## src/common/dscg_regs.vh

```
// Register map and field layout of the deep-sleep clock gating bank
`ifndef DSCG_REGS_VH
`define DSCG_REGS_VH

// Register byte offsets
`define DSCG_DS_GATE_OFS 12'h124
`define DSCG_CTRL_OFS 12'h200
`define DSCG_RUN_GATE_OFS 12'h204
`define DSCG_INT_STATUS_OFS 12'h208
`define DSCG_INT_ENABLE_OFS 12'h20c
`define DSCG_INT_CLEAR_OFS 12'h210

// Reset values
`define DSCG_DS_GATE_RST 32'h00000000
`define DSCG_RUN_GATE_RST 32'h00000000
`define DSCG_CTRL_RST 1'h0
`define DSCG_INT_RST 3'h0

// Writable bits of both gating registers
`define DSCG_GATE_MASK 32'h07071013

// Gating field positions
`define DSCG_COMPARATOR_TWO_GATE_BIT 26
`define DSCG_COMPARATOR_ONE_GATE_BIT 25
`define DSCG_COMPARATOR_ZERO_GATE_BIT 24
`define DSCG_TIMER_TWO_GATE_BIT 18
`define DSCG_TIMER_ONE_GATE_BIT 17
`define DSCG_TIMER_ZERO_GATE_BIT 16
`define DSCG_TWI_BIT 12
`define DSCG_SSU_BIT 4
`define DSCG_SER1_BIT 1
`define DSCG_SER0_BIT 0

// Packed unit index, used on the unit access port
`define DSCG_UNITS 10
`define DSCG_IDX_W 4
`define DSCG_U_SER0 4'h0
`define DSCG_U_SER1 4'h1
`define DSCG_U_SSU 4'h2
`define DSCG_U_TWI 4'h3
`define DSCG_U_TIMER_ZERO_GATE 4'h4
`define DSCG_U_TIMER_ONE_GATE 4'h5
`define DSCG_U_TIMER_TWO_GATE 4'h6
`define DSCG_U_COMPARATOR_ZERO_GATE 4'h7
`define DSCG_U_COMPARATOR_ONE_GATE 4'h8
`define DSCG_U_COMPARATOR_TWO_GATE 4'h9

// Control register: automatic gating enable
`define DSCG_CTRL_AUTO_BIT 0

// Interrupt status bits
`define DSCG_INT_W 3
`define DSCG_INT_FAULT_BIT 0
`define DSCG_INT_ENTER_BIT 1
`define DSCG_INT_EXIT_BIT 2

`endif

```

## src/hdl/dscg_clock_gate_bank.v

```verilog
// Deep-sleep peripheral clock gating bank with APB register access
// Function
// - Unit clocked and enabled only while bit set
// - Access to gated-off unit returns bus fault
// - All gating bits reset to zero
// - Deep-sleep gating applies only with automatic gating
// - Gating register decoded at offset 0x124, read/write
// - Bits 18,17,16 enable timers two,one,zero
// - Bit 12 enables the two-wire unit
// - Bit 4 enables the synchronous serial unit
// - Bit 1 second serial port, bit 0 first
// - Reserved bits read zero, ignore writes
// - Bits 26,25,24 enable comparators two,one,zero
`timescale 1ns/100ps
`default_nettype none
`include "dscg_regs.vh"

module dscg_clock_gate_bank #(
    parameter ADDR_W = 12,
    parameter UNITS = `DSCG_UNITS,
    parameter IDX_W = `DSCG_IDX_W
) (
    // Clock and reset
    input wire sys_clk,
    input wire rst,
    // APB slave
    input wire psel,
    input wire penable,
    input wire pwrite,
    input wire [ADDR_W-1:0] paddr,
    input wire [31:0] pwdata,
    input wire [3:0] pstrb,
    output wire pready,
    output reg [31:0] prdata,
    output reg pslverr,
    // Power mode from the power controller
    input wire deepSleep,
    // Peripheral access check
    input wire unitReq,
    input wire [IDX_W-1:0] unitIdx,
    output reg unitFault,
    output reg unitGrant,
    // Unit clock enables and enables
    output reg [UNITS-1:0] unitClkEn,
    // Interrupt
    output wire irq
);

    // Gating register bit positions, indexed by packed unit number
    function integer gateBitPos;
        input integer u;
        begin
            case (u)
                0: gateBitPos = `DSCG_SER0_BIT;
                1: gateBitPos = `DSCG_SER1_BIT;
                2: gateBitPos = `DSCG_SSU_BIT;
                3: gateBitPos = `DSCG_TWI_BIT;
                4: gateBitPos = `DSCG_TIMER_ZERO_GATE_BIT;
                5: gateBitPos = `DSCG_TIMER_ONE_GATE_BIT;
                6: gateBitPos = `DSCG_TIMER_TWO_GATE_BIT;
                7: gateBitPos = `DSCG_COMPARATOR_ZERO_GATE_BIT;
                8: gateBitPos = `DSCG_COMPARATOR_ONE_GATE_BIT;
                default: gateBitPos = `DSCG_COMPARATOR_TWO_GATE_BIT;
            endcase
        end
    endfunction

    // Pack a 32-bit gating register into one bit per unit
    function [UNITS-1:0] packGate;
        input [31:0] regVal;
        integer k;
        begin
            packGate = {UNITS{1'b0}};
            for (k = 0; k < UNITS; k = k + 1) begin
                packGate[k] = regVal[gateBitPos(k)];
            end
        end
    endfunction

    // Byte-lane merge, then reserved bits forced to zero
    function [31:0] mergeGate;
        input [31:0] oldVal;
        input [31:0] newVal;
        input [3:0] strb;
        integer b;
        begin
            mergeGate = oldVal;
            for (b = 0; b < 4; b = b + 1) begin
                if (strb[b]) begin
                    mergeGate[b*8 +: 8] = newVal[b*8 +: 8];
                end
            end
            mergeGate = mergeGate & `DSCG_GATE_MASK;
        end
    endfunction

    // One-hot register select, shared by read and write decode
    localparam SEL_W = 6;
    localparam SEL_DS = 0;
    localparam SEL_CTRL = 1;
    localparam SEL_RUN = 2;
    localparam SEL_STAT = 3;
    localparam SEL_EN = 4;
    localparam SEL_CLR = 5;

    function [SEL_W-1:0] regSelect;
        input [ADDR_W-1:0] addr;
        begin
            regSelect = {SEL_W{1'b0}};
            if (addr == `DSCG_DS_GATE_OFS) begin
                regSelect[SEL_DS] = 1'b1;
            end else if (addr == `DSCG_CTRL_OFS) begin
                regSelect[SEL_CTRL] = 1'b1;
            end else if (addr == `DSCG_RUN_GATE_OFS) begin
                regSelect[SEL_RUN] = 1'b1;
            end else if (addr == `DSCG_INT_STATUS_OFS) begin
                regSelect[SEL_STAT] = 1'b1;
            end else if (addr == `DSCG_INT_ENABLE_OFS) begin
                regSelect[SEL_EN] = 1'b1;
            end else if (addr == `DSCG_INT_CLEAR_OFS) begin
                regSelect[SEL_CLR] = 1'b1;
            end
        end
    endfunction

    // Register state
    reg [31:0] dsGate_r;
    reg [31:0] dsGate_nxt;
    reg [31:0] runGate_r;
    reg [31:0] runGate_nxt;
    reg autoGate_r;
    reg autoGate_nxt;
    reg [`DSCG_INT_W-1:0] intStatus_r;
    reg [`DSCG_INT_W-1:0] intStatus_nxt;
    reg [`DSCG_INT_W-1:0] intEnable_r;
    reg [`DSCG_INT_W-1:0] intEnable_nxt;
    reg deepSleep_r;

    // Bus decode
    reg [31:0] rdMux;
    reg addrHit;
    reg [`DSCG_INT_W-1:0] intClear;
    wire setupPhase;
    wire wrAccess;
    wire [SEL_W-1:0] regSel;
    wire [31:0] rdData;

    // Per-register write strobes, only in the access cycle
    wire wrDsGate;
    wire wrCtrl;
    wire wrRunGate;
    wire wrIntEnable;
    wire wrIntClear;

    // Gate selection outputs
    wire [UNITS-1:0] runGatePk;
    wire [UNITS-1:0] dsGatePk;
    wire [UNITS-1:0] effGate;
    wire accFault;
    wire accOk;

    // Events
    wire dsEnter;
    wire dsLeave;
    wire [`DSCG_INT_W-1:0] intEvent;

    // Zero wait states: read data and error are staged in the setup cycle
    assign pready = 1'b1;
    assign setupPhase = psel & ~penable;
    assign wrAccess = psel & penable & pwrite;
    assign regSel = regSelect(paddr);

    // Status register has no strobe: software cannot set its bits
    assign wrDsGate = wrAccess & regSel[SEL_DS];
    assign wrCtrl = wrAccess & regSel[SEL_CTRL];
    assign wrRunGate = wrAccess & regSel[SEL_RUN];
    assign wrIntEnable = wrAccess & regSel[SEL_EN];
    assign wrIntClear = wrAccess & regSel[SEL_CLR];

    // Writes return zero so a stale register value never leaks
    assign rdData = pwrite ? 32'h00000000 : rdMux;

    // Read mux and address decode
    always @* begin
        rdMux = 32'h00000000;
        addrHit = 1'b1;
        if (regSel[SEL_DS]) begin
            rdMux = dsGate_r;
        end else if (regSel[SEL_CTRL]) begin
            rdMux[`DSCG_CTRL_AUTO_BIT] = autoGate_r;
        end else if (regSel[SEL_RUN]) begin
            rdMux = runGate_r;
        end else if (regSel[SEL_STAT]) begin
            rdMux[`DSCG_INT_W-1:0] = intStatus_r;
        end else if (regSel[SEL_EN]) begin
            rdMux[`DSCG_INT_W-1:0] = intEnable_r;
        end else if (regSel[SEL_CLR]) begin
            rdMux = 32'h00000000;
        end else begin
            addrHit = 1'b0;
        end
    end

    // Register writes, taken on the access edge only
    always @* begin
        dsGate_nxt = dsGate_r;
        runGate_nxt = runGate_r;
        autoGate_nxt = autoGate_r;
        intEnable_nxt = intEnable_r;
        intClear = {`DSCG_INT_W{1'b0}};
        if (wrDsGate) begin
            dsGate_nxt = mergeGate(dsGate_r, pwdata, pstrb);
        end
        if (wrRunGate) begin
            runGate_nxt = mergeGate(runGate_r, pwdata, pstrb);
        end
        if (wrCtrl & pstrb[0]) begin
            autoGate_nxt = pwdata[`DSCG_CTRL_AUTO_BIT];
        end
        if (wrIntEnable & pstrb[0]) begin
            intEnable_nxt = pwdata[`DSCG_INT_W-1:0];
        end
        if (wrIntClear & pstrb[0]) begin
            intClear = pwdata[`DSCG_INT_W-1:0];
        end
    end

    // Sticky events; a new event wins over a clear in the same cycle
    assign dsEnter = deepSleep & ~deepSleep_r;
    assign dsLeave = ~deepSleep & deepSleep_r;
    assign intEvent[`DSCG_INT_FAULT_BIT] = accFault;
    assign intEvent[`DSCG_INT_ENTER_BIT] = dsEnter;
    assign intEvent[`DSCG_INT_EXIT_BIT] = dsLeave;

    always @* begin
        intStatus_nxt = (intStatus_r & ~intClear) | intEvent;
    end

    assign irq = |(intStatus_r & intEnable_r);

    // Packed one bit per unit, in unit index order
    assign runGatePk = packGate(runGate_r);
    assign dsGatePk = packGate(dsGate_r);

    // Effective gating and fault check
    dscg_gate_select #(
        .UNITS(UNITS),
        .IDX_W(IDX_W)
    ) u_select (
        .deepSleep(deepSleep),
        .autoGate(autoGate_r),
        .runGate(runGatePk),
        .dsGate(dsGatePk),
        .accReq(unitReq),
        .accIdx(unitIdx),
        .effGate(effGate),
        .accFault(accFault),
        .accOk(accOk)
    );

    // Control and configuration registers
    always @(posedge sys_clk or posedge rst) begin
        if (rst) begin
            dsGate_r <= `DSCG_DS_GATE_RST;
            runGate_r <= `DSCG_RUN_GATE_RST;
            autoGate_r <= `DSCG_CTRL_RST;
            intEnable_r <= `DSCG_INT_RST;
            intStatus_r <= `DSCG_INT_RST;
            deepSleep_r <= 1'b0;
        end else begin
            dsGate_r <= dsGate_nxt;
            runGate_r <= runGate_nxt;
            autoGate_r <= autoGate_nxt;
            intEnable_r <= intEnable_nxt;
            intStatus_r <= intStatus_nxt;
            deepSleep_r <= deepSleep;
        end
    end

    // APB answer staged in setup so it is stable across the access phase
    always @(posedge sys_clk or posedge rst) begin
        if (rst) begin
            prdata <= 32'h00000000;
            pslverr <= 1'b0;
        end else if (setupPhase) begin
            prdata <= rdData;
            pslverr <= ~addrHit;
        end
    end

    // Registered enables feed glitch-free clock gate cells in each unit
    always @(posedge sys_clk or posedge rst) begin
        if (rst) begin
            unitClkEn <= {UNITS{1'b0}};
        end else begin
            unitClkEn <= effGate;
        end
    end

    // Access answer one cycle after the request
    always @(posedge sys_clk or posedge rst) begin
        if (rst) begin
            unitFault <= 1'b0;
            unitGrant <= 1'b0;
        end else begin
            unitFault <= accFault;
            unitGrant <= accOk;
        end
    end

endmodule // dscg_clock_gate_bank

`default_nettype wire

```

## src/hdl/dscg_gate_select.v

```verilog
// Effective gate selection and gated-unit fault check
`timescale 1ns/100ps
`default_nettype none
`include "dscg_regs.vh"

module dscg_gate_select #(
    parameter UNITS = `DSCG_UNITS,
    parameter IDX_W = `DSCG_IDX_W
) (
    // Mode
    input wire deepSleep,
    input wire autoGate,
    // Gating settings
    input wire [UNITS-1:0] runGate,
    input wire [UNITS-1:0] dsGate,
    // Unit access
    input wire accReq,
    input wire [IDX_W-1:0] accIdx,
    // Results
    output wire [UNITS-1:0] effGate,
    output wire accFault,
    output wire accOk
);

    wire useDeep;
    wire idxValid;
    wire unitOn;

    // Deep-sleep bank only counts with automatic gating on
    assign useDeep = deepSleep & autoGate;
    assign effGate = useDeep ? dsGate : runGate;

    // Indices beyond the last unit hit nothing and are ignored
    assign idxValid = (accIdx < UNITS);
    assign unitOn = idxValid ? effGate[accIdx] : 1'b0;

    assign accFault = accReq & idxValid & ~unitOn;
    assign accOk = accReq & idxValid & unitOn;

endmodule // dscg_gate_select

`default_nettype wire

```

## config.mk

```make
export PLATFORM = sky130hd
export DESIGN_NAME = dscg_clock_gate_bank
export DESIGN_NICKNAME = d
export VERILOG_FILES = /design/src/hdl/dscg_clock_gate_bank.v /design/src/hdl/dscg_gate_select.v
export VERILOG_INCLUDE_DIRS = /design/src /design/src/common
export SDC_FILE = /design/constraint.sdc
export NUM_CORES = 1
export LEC_CHECK = 0
export BUFFER_PORTS_ARGS = -buffer_cell sky130_fd_sc_hd__buf_2
export CAP_MARGIN = 20
export CORE_AREA = 4 4 83 85
export CTS_CLUSTER_DIAMETER = 40
export DETAILED_ROUTE_END_ITERATION = 16
export DIE_AREA = 0 0 87 89
export PLACE_DENSITY = 0.73
export SLEW_MARGIN = 15
export SYNTH_ARGS = -nofsm -noshare
export SYNTH_HDL_FRONTEND = slang
export SYNTH_SLANG_ARGS = --single-unit
```

## constraint.sdc

```tcl
create_clock -name sys_clk -period 2.27 [get_ports sys_clk]
set_input_delay 0.454 -clock sys_clk [delete_from_list [all_inputs] [get_ports sys_clk]]
set_output_delay 0.454 -clock sys_clk [all_outputs]
set_load 0.01 [all_outputs]
```

==> impl_metrics.toml <==
[run_status]
status = "finished clean"

[timing]
whs_ps = 178
period_needed_ps = 1900
fmax_mhz = 526
finalSetupViolCount = 0
relSlewSlack_pct = 61.9
post-route-period-util_pct = 83.7
slew_viol_final = 0
max_slew.worst_pin.slew_ps = 572
rsz0062_at_grt = "no"
tns_ps = 0
skew_ps = 3.45
finalHoldViolCount = 0

[clock_tree]
htreeDepth = 2
cts-resized-gates = 0
clock_path_buffers = 2
holdBufCountCts = 0
clkTransAtPathRegs_ps = 90
clock_tree.root_cell = "clkbuf_8"
post-cts-setup-buffers = 0
insertion_delay_ps = 300
cts_tree = "built"
cts_made_buffers = 5
cts.sinks = 52

[synth]
muxShareOfSynthArea_pct = 18.9
synth_top_family_by_area = "multiplexers"
seq_area_frac_synth_pct = 48.7
avgSynthCellArea_um2 = 12.0
syn_inst = 222
synth_edf_count = 0
synth_compound_area_share_pct = 8.15
synth-simple-area-share_pct = 16.5
ys.warnings.count = 0
syn_area_mm2 = 0.00267
ys_async_sr_fraction_pct = 100
ys.flop_type = "dfrtp_1"
synth.distinct_cells = 43
synth-xor-area-share_pct = 0
synthAdderAreaFrac_pct = 0
ys_seq_elements = 52

[drt]
drtIter0Drc = 134
ant_nets = 0
avgRoutedWirePerCell_um = 15.5
vias_per_cell = 5.02
drt_wl_total_um = 5820
firstDrtPassIters = 4
post-route-drc-count = 0
vias = 1888

[floorplan]
initial_utilization_pct = 43.1
core_area_mm2 = 0.00620
dieArea_mm2 = 0.00774
row_count = 29
io_pins = 106
die_w_um = 87
fp.dieH_um = 89

[placement]
gp_congestion = 0.794
dp_hpwl_um = 4400
portBuffers = 62
place_inst = 368

[cells_and_area]
area_delta_synth_final_pct = 18.9
layout.cells.non_filler = 376
seq_area_mm2 = 0.00130
fin_nets = 357
antennaDiodeCount = 0
multi_input_area_mm2 = 0.00124
n_fill_cell = 556
final_cell_mix = "buf_2 (62), dfrtp_1 (52), mux2_1 (28)"
layout_commonest_cell = "buf_2"
layout-drive-gt1-share_pct = 38.8

[worst_setup_path]
cp.required_ps = 2460
cp.arrival_ps = 2090
crit_path_end_kind = "flop"
critPathKind = "primary input to flop"
cp_max_fo = 7
cp-start-kind = "primary input"

[global_route]
antenna_found_initial = 0
grt_max_degree = 53
grt_usage_pct = 15.9
grt_pass1_wl_um = 9310
grt_pass1_vias = 1847
overflow = 0

[run]
max_cap_violations = 0

[power_and_ir_drop]
p_per_area_mw_per_mm2 = 511
power_frac_seq_pct = 57.5
ir_drop_v = 0.000266
p_clk_share_pct = 33.9
leakage_nw = 1.71
p_int_mw = 1.23
swShare_pct = 24.4
netSwitchingPower_mw = 0.395
p_comb_share_pct = 8.6

[min_path]
hp-class = "primary input to async pin"
==> cell type report <==
cell class | instances | area share (%)
clock buffers | 7 | 2.72
clock inverters | 1 | 0.236
inverters | 5 | 0.591
multi-input cells | 159 | 39.2
flip-flops and latches | 52 | 41.0
well taps | 77 | 3.03
repair buffers | 75 | 13.2
==> metal layers <==
layer  global-route usage, %  part of all wire [%]
met1                    22.1                    44
met2                    24.6                    50
met4                    4.67                  0.77
met3                    3.78                   5.2
met5                       0                     0
==> worst max-delay path, stage by stage <==
cell	delay, ps
buf_2	90
or4_4	580
nor2_2	150
nand4_4	210
nor2_2	260
mux2_1	340
==> sequential cells by signal, summed over array words and instances (netlist names) <==
name         flops
unitGrant        1
runGate_r       10
prdata          11
pslverr          1
deepSleep_r      1
intEnable_r      3
unitClkEn       10
dsGate_r        10
unitFault        1
autoGate_r       1
intStatus_r      3
==> synth_stat cells (2+ instances only) <==
| cell type | instances | area share (%) |
|---|---|---|
| dfrtp_1 | 52 | 49 |
| mux2_1 | 28 | 12 |
| buf_4 | 22 | 6.2 |
| nand2_1 | 19 | 2.7 |
| mux2_2 | 13 | 5.5 |
| and2_1 | 9 | 2.1 |
| a221o_1 | 8 | 3.0 |
| nor2_1 | 6 | 0.84 |
| nor2_2 | 5 | 1.2 |
| inv_1 | 4 | 0.56 |
| nor2b_1 | 4 | 0.94 |
| o21ai_0 | 4 | 0.75 |
| o21ai_1 | 4 | 0.75 |
| a222oi_1 | 3 | 1.1 |
| nor2_4 | 3 | 1.3 |
| nor3_4 | 3 | 1.8 |
| and3_1 | 2 | 0.47 |
| clkbuf_1 | 2 | 0.28 |
| conb_1 | 2 | 0.28 |
| mux2i_1 | 2 | 0.75 |
| nand2b_1 | 2 | 0.47 |
| nand3_1 | 2 | 0.37 |
| nor3_1 | 2 | 0.37 |
| o2bb2ai_1 | 2 | 0.66 |
==> power groups by stage <==
stage | Combinational [mW] | Sequential, mW | Clock [mW]
detailed placement | 0.140 | 0.951 | 0
global placement | 0.138 | 0.951 | 0
finish | 0.139 | 0.932 | 0.550
global route | 0.158 | 0.933 | 0.612
CTS | 0.141 | 0.932 | 0.570
floorplan | 0.0972 | 0.953 | 0
==> cells by family after synthesis <==
group | Yosys count
and+or+nand+nor | 66
DFF | 52
muxes | 44
buffers and inverters | 31
AOI/OAI and AO/OA | 27
other | 2
==> metrics by stage <==
step | util (%) | instance area (µm²) | worst slack, ps | total power, mW
global route | 51.2 | 3180 | 293 | 1.70
global placement | 49.7 | 3080 | 66.6 | 1.09
CTS | 51.2 | 3180 | 353 | 1.64
detailed placement | 49.7 | 3080 | 23.7 | 1.09
finish | 51.2 | 3180 | 369 | 1.62
floorplan | - | 2750 | 275 | 1.05
==> worst paths after layout <==
kind	startpoint	to	slack, ps	cells after the start
min in group sys_clk	deepSleep	deepSleep_r	300	1
setup / recovery	paddr[7]	dsGate_r[24]	370	6
hold reg to reg	pslverr	pslverr	490	2
setup reg to reg	dsGate_r[17]	unitGrant	640	5
hold / removal	rst	pslverr	180	3
max in group asynchronous	rst	deepSleep_r	1850	3
(Power assumes the default switching activity.)
